`src/hw/adc_ctrl_pkg.sv`:
```
// Package: register map, field layout and shared types for the converter control block
package adc_ctrl_pkg;

  // Special function register addresses
  localparam logic [7:0] REF_CTRL_ADDR  = 8'h00_D1;
  localparam logic [7:0] CONV_CTRL_ADDR = 8'h00_E8;

  // Reset values
  localparam logic [7:0] REF_CTRL_RESET  = 8'h00_18;
  localparam logic [7:0] CONV_CTRL_RESET = 8'h00_00;

  // Converter control field positions
  localparam int CC_ENABLE_BIT = 7;
  localparam int CC_BURST_BIT  = 6;
  localparam int CC_DONE_BIT   = 5;
  localparam int CC_BUSY_BIT   = 4;
  localparam int CC_WIN_BIT    = 3;
  localparam int CC_SRC_LSB    = 0;
  localparam int CC_SRC_W      = 3;

  // Reference control field positions
  localparam int RC_LEVEL_BIT  = 7;
  localparam int RC_GND_BIT    = 5;
  localparam int RC_SEL_LSB    = 3;
  localparam int RC_SEL_W      = 2;
  localparam int RC_TEMP_BIT   = 2;
  // Writable bits of the reference register; bits 6 and 1:0 are read-only zero
  localparam logic [7:0] REF_CTRL_WMASK = 8'h00_BC;

  // Start-of-conversion sources
  localparam logic [2:0] SRC_SOFTWARE = 3'h0;
  localparam logic [2:0] SRC_TIMER0   = 3'h1;
  localparam logic [2:0] SRC_TIMER2   = 3'h2;
  localparam logic [2:0] SRC_TIMER3   = 3'h3;
  localparam logic [2:0] SRC_EXTERNAL = 3'h4;

  // Reference choices
  localparam logic [1:0] REF_PIN      = 2'h0;
  localparam logic [1:0] REF_SUPPLY   = 2'h1;
  localparam logic [1:0] REF_CORE_1V8 = 2'h2;
  localparam logic [1:0] REF_INTERNAL = 2'h3;

  // Bus access from the processor
  typedef struct packed {
    logic       wr;       // Byte write strobe
    logic       bit_wr;   // Single bit write strobe
    logic [7:0] addr;     // Register address
    logic [2:0] bit_idx;  // Bit number for bit writes
    logic [7:0] wdata;    // Write data; bit writes use wdata[0]
  } sfr_req_type;

  // Analog-side steering
  typedef struct packed {
    logic       powered;    // Converter out of shutdown
    logic       burst;      // Burst mode selected
    logic       level_hi;   // Internal reference at the higher level
    logic       analog_ground_pin_sel;   // Ground from analog ground pin
    logic [1:0] ref_sel;    // Reference source
    logic       temp_on;    // Temperature sensor on
  } analog_ctrl_type;

endpackage : adc_ctrl_pkg

```
`src/hw/adc_control.sv`:
```
// Converter control and reference select registers with start-source logic
`timescale 1ns/1ps

// Overview of operation
// - Enable bit 7 zero keeps converter shut down; one makes it active.
// - Control bit 6 selects burst mode.
// - Done flag bit 5 set at conversion or burst end; only software clears.
// - With source 000, writing busy bit 4 as one starts a conversion.
// - Window flag bit 3 set when result falls inside window; software clears.
// - Source codes 001, 010, 011 start on timer 0, 2, 3 overflow.
// - Source code 100 starts on external start input rising edge.
// - Control register at address 0xE8, bit-addressable, resets to zero.
// - Reference level bit 7 picks 1.65 V when zero, 2.4 V when one.
// - Ground select bit 5 picks ground pin or analog ground pin.
// - Reference select bits 4:3 choose pin, supply, 1.8 V, internal; reset 11.
// - Reference bit 2 turns the temperature sensor on.
module adc_control
  import adc_ctrl_pkg::*;
(
  input  wire logic            ref_clk,        // System clock, 40 MHz
  input  wire logic            rst,            // Synchronous reset, active high
  input  wire sfr_req_type     sfr_req,        // Register access from the processor
  output logic [7:0]           conv_ctrl_rd,   // Converter control register value
  output logic [7:0]           ref_ctrl_rd,    // Reference control register value
  input  wire logic            timer0_ovf,     // Timer 0 overflow pulse
  input  wire logic            timer2_ovf,     // Timer 2 overflow pulse
  input  wire logic            timer3_ovf,     // Timer 3 overflow pulse
  input  wire logic            external_convert_start, // External start level
  input  wire logic            conv_finished,  // Single conversion finished pulse
  input  wire logic            burst_finished, // Whole burst finished pulse
  input  wire logic            window_hit,     // Result lies within window, pulse
  output logic                 conv_start,     // Start one conversion, pulse
  output analog_ctrl_type      analog_ctrl     // Steering of the analog side
);

  // ==========================================================================
  // Registers
  logic [7:0]      cc_r;
  logic [7:0]      cc_nxt;
  logic [7:0]      rc_r;
  logic [7:0]      rc_nxt;
  logic            ext_prev_r;
  logic            conv_start_r;
  analog_ctrl_type analog_r;

  // ==========================================================================
  // Address decode and write data
  wire logic cc_sel     = (sfr_req.addr == CONV_CTRL_ADDR);
  wire logic rc_sel     = (sfr_req.addr == REF_CTRL_ADDR);
  wire logic cc_byte_wr = sfr_req.wr & cc_sel;
  wire logic cc_bit_wr  = sfr_req.bit_wr & cc_sel;
  wire logic rc_wr      = sfr_req.wr & rc_sel;

  // Bit writes merge one bit into the current value, as a read-modify-write would
  logic [7:0] bit_mask;
  assign bit_mask = 8'h00_01 << sfr_req.bit_idx;
  wire logic [7:0] cc_wdata = cc_byte_wr ? sfr_req.wdata :
                              ((cc_r & ~bit_mask) | ({8{sfr_req.wdata[0]}} & bit_mask));
  wire logic cc_any_wr = cc_byte_wr | cc_bit_wr;
  wire logic cc_bit_written [8];
  for (genvar i = 0; i < 8; i++) begin : g_bitwr
    assign cc_bit_written[i] = cc_byte_wr | (cc_bit_wr & (sfr_req.bit_idx == 3'(i)));
  end

  // ==========================================================================
  // Start trigger selection
  wire logic enabled    = cc_r[CC_ENABLE_BIT];
  wire logic [2:0] src  = cc_r[CC_SRC_LSB +: CC_SRC_W];
  wire logic ext_rise   = external_convert_start & ~ext_prev_r;
  wire logic sw_start   = cc_bit_written[CC_BUSY_BIT] & cc_wdata[CC_BUSY_BIT];
  logic trig;
  always_comb begin
    case (src)
      SRC_SOFTWARE: trig = sw_start;
      SRC_TIMER0:   trig = timer0_ovf;
      SRC_TIMER2:   trig = timer2_ovf;
      SRC_TIMER3:   trig = timer3_ovf;
      SRC_EXTERNAL: trig = ext_rise;
      default:      trig = 1'b0;  // Reserved codes never start anything
    endcase
  end
  // Disabled converter ignores every trigger
  wire logic start_now  = trig & enabled;
  wire logic busy       = cc_r[CC_BUSY_BIT];
  wire logic done_evt   = enabled & busy &
                          (cc_r[CC_BURST_BIT] ? burst_finished : conv_finished);
  wire logic win_evt    = enabled & window_hit;

  // ==========================================================================
  // Next value of the converter control register
  always_comb begin
    cc_nxt = cc_any_wr ? cc_wdata : cc_r;
    // Software never sets busy directly; hardware owns it
    cc_nxt[CC_BUSY_BIT] = busy;
    if (done_evt) begin
      cc_nxt[CC_BUSY_BIT] = 1'b0;
    end
    if (start_now) begin
      cc_nxt[CC_BUSY_BIT] = 1'b1;
    end
    // Flags: a hardware set wins over a software clear in the same cycle
    if (done_evt) begin
      cc_nxt[CC_DONE_BIT] = 1'b1;
    end
    if (win_evt) begin
      cc_nxt[CC_WIN_BIT] = 1'b1;
    end
    // Disabling drops any conversion in flight
    if (!cc_nxt[CC_ENABLE_BIT]) begin
      cc_nxt[CC_BUSY_BIT] = 1'b0;
    end
  end

  // Reference register: reserved bits stay zero whatever is written
  assign rc_nxt = rc_wr ? (sfr_req.wdata & REF_CTRL_WMASK) : rc_r;

  // ==========================================================================
  // State update
  always_ff @(posedge ref_clk) begin
    if (rst) begin
      cc_r <= CONV_CTRL_RESET;
      rc_r <= REF_CTRL_RESET;
      ext_prev_r <= 1'b0;
    end else begin
      cc_r <= cc_nxt;
      rc_r <= rc_nxt;
      ext_prev_r <= external_convert_start;
    end
  end

  // Outputs all from flip-flops
  always_ff @(posedge ref_clk) begin
    if (rst) begin
      conv_start_r <= 1'b0;
      // Steering shows the register reset values at once, so the reference is sound in reset
      analog_r.powered  <= 1'b0;
      analog_r.burst    <= 1'b0;
      analog_r.level_hi <= REF_CTRL_RESET[RC_LEVEL_BIT];
      analog_r.analog_ground_pin_sel <= REF_CTRL_RESET[RC_GND_BIT];
      analog_r.ref_sel  <= REF_CTRL_RESET[RC_SEL_LSB +: RC_SEL_W];
      analog_r.temp_on  <= REF_CTRL_RESET[RC_TEMP_BIT];
    end else begin
      conv_start_r      <= start_now;
      analog_r.powered  <= cc_nxt[CC_ENABLE_BIT];
      analog_r.burst    <= cc_nxt[CC_BURST_BIT];
      analog_r.level_hi <= rc_nxt[RC_LEVEL_BIT];
      analog_r.analog_ground_pin_sel <= rc_nxt[RC_GND_BIT];
      analog_r.ref_sel  <= rc_nxt[RC_SEL_LSB +: RC_SEL_W];
      analog_r.temp_on  <= rc_nxt[RC_TEMP_BIT];
    end
  end

  assign conv_ctrl_rd = cc_r;
  assign ref_ctrl_rd  = rc_r;
  assign conv_start   = conv_start_r;
  assign analog_ctrl  = analog_r;

  // ==========================================================================
  // Assertions
  a_shutdown_follows: assert property (@(posedge ref_clk) disable iff (rst)
    ##1 (analog_ctrl.powered == cc_r[CC_ENABLE_BIT]))
    else $error("Shutdown state does not follow enable bit");
  a_burst_follows: assert property (@(posedge ref_clk) disable iff (rst)
    ##1 (analog_ctrl.burst == cc_r[CC_BURST_BIT]))
    else $error("Burst state does not follow control bit");
  a_done_sets: assert property (@(posedge ref_clk) disable iff (rst)
    (enabled && busy && !cc_r[CC_BURST_BIT] && conv_finished) |=> cc_r[CC_DONE_BIT])
    else $error("Done flag not set after conversion");
  a_done_sticky: assert property (@(posedge ref_clk) disable iff (rst)
    (cc_r[CC_DONE_BIT] && !cc_any_wr) |=> cc_r[CC_DONE_BIT])
    else $error("Done flag cleared without a write");
  a_sw_start: assert property (@(posedge ref_clk) disable iff (rst)
    (enabled && src == SRC_SOFTWARE && sw_start) |=> (conv_start && busy))
    else $error("Software start did not begin a conversion");
  a_win_sticky: assert property (@(posedge ref_clk) disable iff (rst)
    (win_evt || (cc_r[CC_WIN_BIT] && !cc_any_wr)) |=> cc_r[CC_WIN_BIT])
    else $error("Window flag lost");
  a_timer_start: assert property (@(posedge ref_clk) disable iff (rst)
    (enabled && src == SRC_TIMER2 && timer2_ovf) |=> conv_start)
    else $error("Timer 2 overflow did not start a conversion");
  a_ext_edge: assert property (@(posedge ref_clk) disable iff (rst)
    (enabled && src == SRC_EXTERNAL && $rose(external_convert_start)) |=> conv_start)
    else $error("External rising edge did not start a conversion");
  a_disabled_quiet: assert property (@(posedge ref_clk) disable iff (rst)
    (!enabled) |=> !conv_start)
    else $error("Conversion started while disabled");
  a_reserved_zero: assert property (@(posedge ref_clk) disable iff (rst)
    (ref_ctrl_rd & ~REF_CTRL_WMASK) == 8'h00_00)
    else $error("Reserved reference bits not zero");
  a_busy_clears: assert property (@(posedge ref_clk) disable iff (rst)
    (done_evt && !start_now) |=> !busy)
    else $error("Busy still set after conversion end");
  a_level_follows: assert property (@(posedge ref_clk) disable iff (rst)
    rc_wr |=> (analog_ctrl.level_hi == $past(sfr_req.wdata[RC_LEVEL_BIT])))
    else $error("Reference level not applied");

  // Timer 0 overflow starts a conversion when selected
  a_timer0_start: assert property (@(posedge ref_clk) disable iff (rst)
    (enabled && src == SRC_TIMER0 && timer0_ovf) |=> conv_start)
    else $error("Timer 0 overflow did not start a conversion");

  // Timer 3 overflow starts a conversion when selected
  a_timer3_start: assert property (@(posedge ref_clk) disable iff (rst)
    (enabled && src == SRC_TIMER3 && timer3_ovf) |=> conv_start)
    else $error("Timer 3 overflow did not start a conversion");

  // Burst end sets the done flag in burst mode
  a_burst_done: assert property (@(posedge ref_clk) disable iff (rst)
    (enabled && busy && cc_r[CC_BURST_BIT] && burst_finished) |=> cc_r[CC_DONE_BIT])
    else $error("Done flag not set after burst");

  // In burst mode a single finish must not raise the done flag
  a_burst_holds: assert property (@(posedge ref_clk) disable iff (rst)
    (cc_r[CC_BURST_BIT] && !cc_r[CC_DONE_BIT] && !burst_finished && !cc_any_wr)
      |=> !cc_r[CC_DONE_BIT])
    else $error("Done flag set before burst end");

  // Disabled converter leaves the window flag alone
  a_win_ignored: assert property (@(posedge ref_clk) disable iff (rst)
    (!enabled && !cc_r[CC_WIN_BIT] && !cc_any_wr) |=> !cc_r[CC_WIN_BIT])
    else $error("Window flag set while disabled");

  // Disabled converter leaves the done flag alone
  a_done_ignored: assert property (@(posedge ref_clk) disable iff (rst)
    (!enabled && !cc_r[CC_DONE_BIT] && !cc_any_wr) |=> !cc_r[CC_DONE_BIT])
    else $error("Done flag set while disabled");

  // Reserved source codes never start anything
  a_reserved_quiet: assert property (@(posedge ref_clk) disable iff (rst)
    (src > SRC_EXTERNAL) |=> !conv_start)
    else $error("Reserved source code started a conversion");

  // A steady external level must not start; only the rising edge counts
  a_ext_level: assert property (@(posedge ref_clk) disable iff (rst)
    (src == SRC_EXTERNAL && !$rose(external_convert_start)) |=> !conv_start)
    else $error("External start without rising edge");

  // Busy rises with every accepted start
  a_busy_sets: assert property (@(posedge ref_clk) disable iff (rst)
    start_now |=> busy)
    else $error("Busy not set at conversion start");

  // Busy stays up until the finish arrives
  a_busy_holds: assert property (@(posedge ref_clk) disable iff (rst)
    (busy && !done_evt && !cc_any_wr) |=> busy)
    else $error("Busy dropped before conversion end");

  // Busy never rises on its own
  a_busy_idle: assert property (@(posedge ref_clk) disable iff (rst)
    (!busy && !start_now) |=> !busy)
    else $error("Busy set without a start");

  // Reference select follows a write to the reference register
  a_sel_follows: assert property (@(posedge ref_clk) disable iff (rst)
    rc_wr |=> (analog_ctrl.ref_sel == $past(sfr_req.wdata[RC_SEL_LSB +: RC_SEL_W])))
    else $error("Reference select not applied");

  // Ground selection follows a write to the reference register
  a_gnd_follows: assert property (@(posedge ref_clk) disable iff (rst)
    rc_wr |=> (analog_ctrl.analog_ground_pin_sel == $past(sfr_req.wdata[RC_GND_BIT])))
    else $error("Ground select not applied");

  // Temperature sensor enable follows a write to the reference register
  a_temp_follows: assert property (@(posedge ref_clk) disable iff (rst)
    rc_wr |=> (analog_ctrl.temp_on == $past(sfr_req.wdata[RC_TEMP_BIT])))
    else $error("Temperature sensor enable not applied");

  // Control register holds when nothing writes it and no event lands
  a_cc_hold: assert property (@(posedge ref_clk) disable iff (rst)
    (!cc_any_wr && !start_now && !done_evt && !win_evt) |=> $stable(conv_ctrl_rd))
    else $error("Control register changed without cause");

  // Reference register holds when nothing writes it
  a_rc_hold: assert property (@(posedge ref_clk) disable iff (rst)
    !rc_wr |=> $stable(ref_ctrl_rd))
    else $error("Reference register changed without a write");

  // Shut-down converter is never busy
  a_shutdown_idle: assert property (@(posedge ref_clk) disable iff (rst)
    !analog_ctrl.powered |-> !busy)
    else $error("Busy while shut down");

  // A bit write of one to busy starts a conversion with software source
  a_bit_start: assert property (@(posedge ref_clk) disable iff (rst)
    (enabled && src == SRC_SOFTWARE && cc_bit_wr && sfr_req.bit_idx == 3'(CC_BUSY_BIT)
      && sfr_req.wdata[0]) |=> conv_start)
    else $error("Bit write of busy did not start a conversion");

endmodule : adc_control

```
`config.mk`:
```
export PLATFORM = sky130hd
export DESIGN_NAME = adc_control
export DESIGN_NICKNAME = d
export VERILOG_FILES = /design/src/hw/adc_ctrl_pkg.sv /design/src/hw/adc_control.sv
export SDC_FILE = /design/constraint.sdc
export NUM_CORES = 1
export LEC_CHECK = 0
export BUFFER_PORTS_ARGS = -buffer_cell sky130_fd_sc_hd__buf_2
export CAP_MARGIN = 20
export CORE_MARGIN = 5
export CORE_UTILIZATION = 24
export CTS_CLUSTER_DIAMETER = 200
export DETAILED_ROUTE_END_ITERATION = 12
export HOLD_SLACK_MARGIN = 0.12
export MAX_ROUTING_LAYER = met4
export PLACE_DENSITY = 0.55
export SLEW_MARGIN = 20
export SYNTH_ARGS = -nofsm -noshare
export SYNTH_HDL_FRONTEND = slang
export SYNTH_SLANG_ARGS = --single-unit
```
`constraint.sdc`:
```
create_clock -name ref_clk -period 2.05 [get_ports ref_clk]
set_input_delay 0 -clock ref_clk [delete_from_list [all_inputs] [get_ports ref_clk]]
set_output_delay 0 -clock ref_clk [all_outputs]
set_load 0.1 [all_outputs]
```
Word-level counts from Yosys, hierarchy flattened
Index checks and enable logic that the tools add are counted.
{ "totals": {"register_bits": 22, "out_inout_bits": 24, "elab_cells": 54} }
{ "op_classes": {"n_eq_ne": 7, "shifts": 1, "n_mux": 9, "bitwise": 18, "reduce_logical": 5} }
{ "ops": {"columns": ["cell", "count"], "rows": [
  ["2-to-1 mux 8 bit", 3],
  ["AND 8 bit", 2],
  ["== test 8 bit, second input constant", 2],
  ["AND 1 bit", 10],
  ["inverter 8 bit", 1],
  ["OR 8 bit", 1],
  ["<< shifter 1 x 3 -> 8 bit, first input constant", 1],
  ["== test 3 x 2 -> 1 bit, second input constant", 2],
  ["== test 3 bit, second input constant", 2],
  ["nonzero test 2 bit", 3],
  ["2-to-1 mux 1 bit", 5],
  ["case mux 1 bit (5 select lines)", 1],
  ["== test 3 x 1 -> 1 bit, second input constant", 1],
  ["logical NOT 3 bit", 1],
  ["inverter 1 bit", 2],
  ["OR 1 bit", 2],
  ["OR reduction 2 bit", 1]
]} }

Logic depth before layout (Yosys ltp)
Gate-level depths: netlist of the first run.
{ "depth": {"depth_word": 9, "depth_mapped": 6, "ltp_nobuf": 5} }

Worst setup path after synthesis of the first run
Ideal clock, no wire load.
{ "synth_timing": {"path_type": "flip-flop to flip-flop", "start": "register (tool-made name)", "end": "register cc_r[4] (netlist: conv_ctrl_rd[4])", "t_arrival_ns": 1.761, "path_slack_ns": 0.155, "stages_incl_launch_ff": 5, "path_buffers": 0, "path_cell_list": "dfxtp_1 mux2i_1 a21oi_1 o311ai_1 a21boi_1"} }
{ "synth_rtl": {"columns": ["item", "line_no", "text"], "rows": [
  ["end signal: assignment", "adc_control.sv:125", "cc_r <= cc_nxt;"],
  ["end: declaration", "adc_control.sv:38", "logic [7:0] cc_r;"]
]} }

Worst setup path after layout of the first run
{ "layout_timing": {"start": "input port sfr_req[0] in the netlist's numbering", "end": "register cc_r[3] (netlist: conv_ctrl_rd[3])"} }
{ "layout_between": {"elab_chain_cells": 5} }
{ "layout_lines": {"columns": ["item", "line_no", "text"], "rows": [
  ["start: declaration", "adc_control.sv:22", "input wire sfr_req_type sfr_req,"],
  ["AND 8 bit", "adc_control.sv:58", "((cc_r & ~bit_mask) | ({8{sfr_req.wdata[0]}} & bit_mask));"],
  ["OR 8 bit", "adc_control.sv:58", null],
  ["2-to-1 mux 8 bit", "adc_control.sv:57", "wire logic [7:0] cc_wdata = cc_byte_wr ? sfr_req.wdata :"],
  ["2-to-1 mux 8 bit", "adc_control.sv:92", "cc_nxt = cc_any_wr ? cc_wdata : cc_r;"],
  ["2-to-1 mux 1 bit", "adc_control.sv:105", "if (win_evt) begin"]
]} }
No other way between the ends. The select of a mux whose other input is x is not followed.
A chain may end at the register's enable or synchronous reset.

==> impl_summary.log, run 1 <==
[metrics] post-DP HPWL: 1970 um
[metrics] number of non-filler instances in the completed layout: 216
[metrics] DRT Wirelength: ~2600 um
[metrics] cell type with the largest total area after synthesis: sky130_fd_sc_hd__dfxtp_1
[metrics] peak supply drop: 320 uV
[metrics] residual antenna-violating net count after detailed routing: 0
[metrics] crit share post-route: 0.824
[metrics] placeable core area: approximately 0.0037 mm2
[metrics] first-pass iteration count of the detailed router: 4
[metrics] final setup margin: 0.361 ns
[metrics] initial core utilization: 0.251
[metrics] highest-delay cell along the critical path: sky130_fd_sc_hd__dlygate4sd3_1
[metrics] Worst EP arrival: 1.83 ns
[metrics] Die Span Y: 72.1 um
[metrics] post-synthesis compound-gate area fraction: 0.192
[metrics] cell breakdown of the critical path: dlygate4sd3_1 > buf_2 > mux2i_1 > o21ai_0 > a222oi_1 > nor2_1 > dlygate4sd3_1
[metrics] number of synthesized flops with an enable pin: 0
[metrics] number of buffers on the longest clock path: 2
[metrics] Boundary Pins: 54
[metrics] count of endpoints failing hold in the final timing report: 0
[metrics] post-synthesis sequential area ratio: 0.324
[metrics] number of fillers in the final layout: roughly 420
[metrics] flops & latches, synth: 15
[metrics] leading cell type in the layout, fill and taps excluded: sky130_fd_sc_hd__buf_2
[metrics] worst clock skew on the final layout: 0.00569 ns
[metrics] ratio of cells with drive above 1 in the final layout: 0.363
[metrics] Setup Viol. Count Final: 0
[metrics] endpoint class of the critical path: register
[metrics] total of max-cap violations: 0
[metrics] critical path startpoint category: input port
[metrics] largest stage delay on the critical path: 0.56 ns
[metrics] antenna cells: 0
[metrics] summed negative setup slack over all endpoints: 0 ns
[metrics] Mapped Cells: 110
[metrics] Post-Synth XOR/XNOR Area: 0
[metrics] register clock-pin slew on the reported worst setup and hold paths: 0.07 ns
[metrics] remaining global-route overflow: 0
[metrics] mux cell area share after synthesis: 0.100
[metrics] total standard cell area after synthesis: 926 um2
[metrics] layout-stage area growth over the synthesis result: 45.4%
[metrics] final number of max-transition violations: 0
[metrics] RSZ-0062 raised after global routing: false
[metrics] net count of the finished layout: 199
[metrics] critical path data required time: between 2 and 2.5 ns
[metrics] Syn. warnings: 0
[metrics] clock root buffer: sky130_fd_sc_hd__clkbuf_8
[metrics] CTS Sinks: 15
[metrics] worst setup slack after placement: 0.608 ns
[metrics] Synth async-reset ratio: 0
[metrics] number of global-route vias before repair: ~960
[metrics] total CTS buffers: 3
[metrics] top cells by area in the synthesized netlist: sky130_fd_sc_hd__dfxtp_1 (32%), sky130_fd_sc_hd__buf_4 (8.1%), sky130_fd_sc_hd__mux2i_1 (7.6%)
[metrics] Synth Area in Simple Gates: 0.254
[metrics] violation count after the first detailed-routing iteration: 12
[metrics] number of buffers inserted by post-CTS setup repair: 0
[metrics] post-synthesis adder-cell area fraction: 0
[metrics] number of antenna violations at the first check in global routing: 0
[metrics] TritonCTS clock tree: done
[metrics] DIE AREA: approximately 0.0052 mm2
[metrics] power density normalized to cell area: 487 mW/mm2
[metrics] syn_area_per_cell: ~8.4 um2
[metrics] HP Class: input port to register
[metrics] final weighted congestion in routability-driven placement: 0.757
[metrics] most used cells in the layout excluding fill and tap cells: sky130_fd_sc_hd__buf_2 (50), sky130_fd_sc_hd__dfxtp_1 (15), sky130_fd_sc_hd__dlygate4sd3_1 (15)
[metrics] remaining design rule violation count: 0
[metrics] # port buffers: 50
[metrics] first-pass GRT wire length: 4330 um
[metrics] peak clock frequency supported by timing: 0.592 GHz
[metrics] row count: 22
[metrics] result of the run: completed
[metrics] total global routing track utilization: 0.106
[metrics] total via count after detailed routing: 967
[metrics] horizontal die dimension: slightly above 70 um
[metrics] per-cell routed wire length: approximately 12 um
[metrics] Skew-Pair Late Insertion Delay: 0.25 ns
[metrics] standby leakage power: ~0.64 nW
[metrics] most repeated library cell on the critical path: sky130_fd_sc_hd__dlygate4sd3_1
[metrics] crit path time final: 1.69 ns
[metrics] largest net degree at the start of global routing: 16
[metrics] via density per instance: 4.48
[metrics] combinational family with the most area after synthesis: simple AND/OR/NAND/NOR gates
[metrics] Yosys top cell area share: 0.324
[metrics] number of library cell types mapped by synthesis: 35
[metrics] largest fanout on the critical path: 7
[metrics] overall power after layout: 656 uW
[metrics] most frequently used flop master after synthesis: sky130_fd_sc_hd__dfxtp_1
[metrics] classification of the worst setup path: input port to register
[metrics] count of H-tree levels built during CTS: 1
[metrics] number of cells after detailed placement: 197
[metrics] # resized after CTS: 0
## area by class of cell
class | instances | area, um2 | share of cell area
multi-input combinational | 78 | 517 | 0.384
timing repair buffer | 65 | 400 | 0.297
sequential | 15 | 300 | 0.223
tap | 48 | 60.1 | 0.0446
clock buffer | 3 | 41.3 | 0.0307
inverter | 6 | 22.5 | 0.0167
clock inverter | 1 | 5.00 | 0.00372
## timing repair
action,in CTS,in global routing
hold buffers,15,0
endpoints found under the setup margin,0,0
endpoints found under the hold margin,10,0
## synthesized netlist by cell type, types with 2 or more instances
cell,instances
sky130_fd_sc_hd__nor2_1,13
sky130_fd_sc_hd__a211o_1,2
sky130_fd_sc_hd__nand3b_1,2
sky130_fd_sc_hd__dfxtp_1,15
sky130_fd_sc_hd__a211oi_1,4
sky130_fd_sc_hd__buf_4,10
sky130_fd_sc_hd__clkbuf_1,2
sky130_fd_sc_hd__nor3_1,4
sky130_fd_sc_hd__mux2_2,2
sky130_fd_sc_hd__o21ai_0,7
sky130_fd_sc_hd__nand2_1,7
sky130_fd_sc_hd__nand2b_1,4
sky130_fd_sc_hd__and4bb_1,2
sky130_fd_sc_hd__inv_1,6
sky130_fd_sc_hd__mux2i_1,7
sky130_fd_sc_hd__nor4b_2,2
sky130_fd_sc_hd__nand3_1,2
sky130_fd_sc_hd__a21oi_1,2
## stage by stage
| step | area [um2] | utilization | hold slack (ns) |
|---|---|---|---|
| 6_report | 1350 | 0.365 | 0.138 |
| 5_1_grt | 1350 | 0.365 | 0.192 |
| 4_1_cts | 1350 | 0.365 | 0.126 |
| 3_5_place_dp | 1150 | 0.312 | 0.246 |
| 3_3_place_gp | 1150 | 0.312 | 0.235 |
| 2_1_floorplan | 933 | - | 0.0691 |
## kinds of logic after synthesis
| logic type | Yosys count |
|---|---|
| simple gates | 41 |
| compound gates | 25 |
| buf+inv | 19 |
| flops | 15 |
| mux | 9 |
| other cells | 1 |
## layer usage
layer	share of wire	global-route usage	wire length, um
met5	0	-	0
met4	0.017	0.0459	46
met3	0.057	0.0208	150
met2	0.49	0.174	1290
met1	0.44	0.125	1150
## where the power goes
group | total [mW] | switching, mW | leakage (nW) | internal, mW
registers | 0.294 | 0.000931 | 0.121 | 0.293
clock network | 0.244 | 0.110 | 0.0255 | 0.135
logic | 0.118 | 0.0701 | 0.494 | 0.0475
total | 0.656 | 0.181 | 0.641 | 0.475
## final timing paths
check | from | endpoint | slack, ns | cells after the start
hold / removal | sfr_req[1] | register | 0.14 | 3
setup reg to reg | conv_ctrl_rd[3] | conv_ctrl_rd[3] | 0.47 | 5
hold reg to reg | conv_ctrl_rd[4] | conv_ctrl_rd[4] | 0.47 | 2
setup / recovery | sfr_req[0] | conv_ctrl_rd[3] | 0.36 | 7
## critical path: cells and delay by family
family                 cells  cell delay, ns
AO/OA/AOI/OAI              2            0.39
multiplexers               1            0.12
buffers and inverters      3            1.25
AND/OR/NAND/NOR            1            0.07
No activity file was read; power rests on OpenSTA's default activity.
==> inputs of run 2 (changes only) <==
==> constraint.sdc (replaced) <==
create_clock -name ref_clk -period 1.7 [get_ports ref_clk]
set_input_delay 0 -clock ref_clk [delete_from_list [all_inputs] [get_ports ref_clk]]
set_output_delay 0 -clock ref_clk [all_outputs]
set_load 0.1 [all_outputs]
==> run 2 against run 1 <==
Effect of this change: clock power is 15% higher; first-iteration DRC count is 140% higher; sequential share of layout area rose by 0.58 points; critical path type is now register to register; critical endpoint unchanged; highest routed layer is now met3.
==> impl_summary.log, run 2 (same netlist as run 1, synthesis figures left out) <==
[metrics] result of the run: completed
[metrics] per-cell routed wire length: between 10 and 15 um
[metrics] # resized after CTS: 0
[metrics] Worst EP arrival: approximately 1.7 ns
[metrics] largest fanout on the critical path: 3
[metrics] power density normalized to cell area: just under 600 mW/mm2
[metrics] initial core utilization: 0.251
[metrics] Die Span Y: just over 70 um
[metrics] DRT Wirelength: around 2700 um
[metrics] net count of the finished layout: 197
[metrics] TritonCTS clock tree: done
[metrics] crit path time final: 1.59 ns
[metrics] number of buffers on the longest clock path: 2
[metrics] final number of max-transition violations: 0
[metrics] total CTS buffers: 3
[metrics] post-route core utilization: 0.360
[metrics] remaining global-route overflow: 0
[metrics] violation count after the first detailed-routing iteration: 29
[metrics] classification of the worst setup path: register to register
[metrics] post-DP HPWL: about 2100 um
[metrics] peak supply drop: 279 uV
[metrics] peak clock frequency supported by timing: 0.630 GHz
[metrics] number of non-filler instances in the completed layout: ~210
[metrics] summed negative setup slack over all endpoints: 0 ns
[metrics] horizontal die dimension: 72.1 um
[metrics] layout-stage area growth over the synthesis result: 43.5%
[metrics] antenna cells: 0
[metrics] number of antenna violations at the first check in global routing: 0
[metrics] RSZ-0062 raised after global routing: false
[metrics] CTS Sinks: 15
[metrics] standby leakage power: 0.628 nW
[metrics] placeable core area: 0.00369 mm2
[metrics] crit share post-route: 0.933
[metrics] residual antenna-violating net count after detailed routing: 0
[metrics] critical path startpoint category: register
[metrics] row count: 22
[metrics] register clock-pin slew on the reported worst setup and hold paths: around 0.060 ns
[metrics] critical path data required time: between 1.5 and 2 ns
[metrics] worst hold slack after final layout: around 0.13 ns
[metrics] endpoint class of the critical path: register
[metrics] largest net degree at the start of global routing: 16
[metrics] most used cells in the layout excluding fill and tap cells: sky130_fd_sc_hd__buf_2 (50), sky130_fd_sc_hd__nor2_1 (13), sky130_fd_sc_hd__dlygate4sd3_1 (13)
[metrics] number of global-route vias before repair: 963
[metrics] count of H-tree levels built during CTS: 1
[metrics] remaining design rule violation count: 0
[metrics] instance area at placement: roughly 0.0012 mm2
[metrics] clock root buffer: sky130_fd_sc_hd__clkbuf_8
[metrics] Setup Viol. Count Final: 0
[metrics] first-pass GRT wire length: 4370 um
[metrics] via density per instance: roughly 4.6
[metrics] worst clock skew on the final layout: 0.000913 ns
[metrics] total global routing track utilization: 0.108
[metrics] DIE AREA: between 0.005 and 0.006 mm2
[metrics] # port buffers: 50
[metrics] ratio of cells with drive above 1 in the final layout: 0.380
[metrics] HP Class: input port to register
[metrics] number of cells after detailed placement: between 150 and 200
[metrics] total of max-cap violations: 0
[metrics] count of endpoints failing hold in the final timing report: 0
[metrics] leading cell type in the layout, fill and taps excluded: sky130_fd_sc_hd__buf_2
[metrics] number of buffers inserted by post-CTS setup repair: 0
[metrics] final weighted congestion in routability-driven placement: 0.804
[metrics] final standard cell area without fillers: ~0.0013 mm2
[metrics] Boundary Pins: 54
[metrics] total via count after detailed routing: between 900 and 1000
[metrics] Skew-Pair Late Insertion Delay: 0.24 ns
[metrics] first-pass iteration count of the detailed router: 4
[run 2: through the flow]
stage	setup slack, ns	total power [mW]
global placement	0.232	0.485
global route	0.00882	0.820
CTS	0.0821	0.792
detailed placement	0.208	0.487
floorplan	0.00907	0.439
finish	0.114	0.776
[run 2: final cells by class]
class	instances	area (um2)
Clock buffer	4	45.0
Sequential cell	15	304
Fill cell	417	2360
Multi-Input combinational cell	78	517
Tap cell	48	60.1
Inverter	6	22.5
Timing Repair Buffer	63	380
[run 2: worst paths after layout]
kind	startpoint	end	slack, ns	cells past startpoint
worst max register to register	conv_ctrl_rd[3]	conv_ctrl_rd[3]	0.11	5
worst max-delay path	conv_ctrl_rd[3]	conv_ctrl_rd[3]	0.11	5
worst min-delay path	sfr_req[0]	register	0.13	3
worst min register to register	conv_ctrl_rd[4]	conv_ctrl_rd[4]	0.47	2
[run 2: repair_timing]
action,4_1_cts,5_1_grt
hold buffers,13,0
endpoints found under the setup margin,0,1
hold endpoints to repair,10,0
[run 2: metal layers]
layer / wire length (um) / global-route usage / part of all wire / vias up
met5: 0 / - / 0 / -
met3: 152 / 0.0222 / 0.057 / 0
met2: 1440 / 0.194 / 0.54 / 26
met4: 0 / 0.0251 / 0 / 0
met1: 1080 / 0.121 / 0.40 / 461
li1: - / - / - / 491
[run 2: worst max-delay path, cell delays in order, from the launching register on]
cell                            delay, ns
sky130_fd_sc_hd__dfxtp_1             0.33
sky130_fd_sc_hd__mux2i_1             0.14
sky130_fd_sc_hd__o21ai_0             0.10
sky130_fd_sc_hd__a222oi_1            0.29
sky130_fd_sc_hd__nor2_1              0.06
sky130_fd_sc_hd__dlygate4sd3_1       0.55
[run 2: report_power, final]
group,internal [mW],leakage (nW),switching [mW]
Clock,0.166,0.0228,0.116
Combinational,0.0558,0.483,0.0850
Sequential,0.353,0.123,0.000983
Total,0.575,0.628,0.201
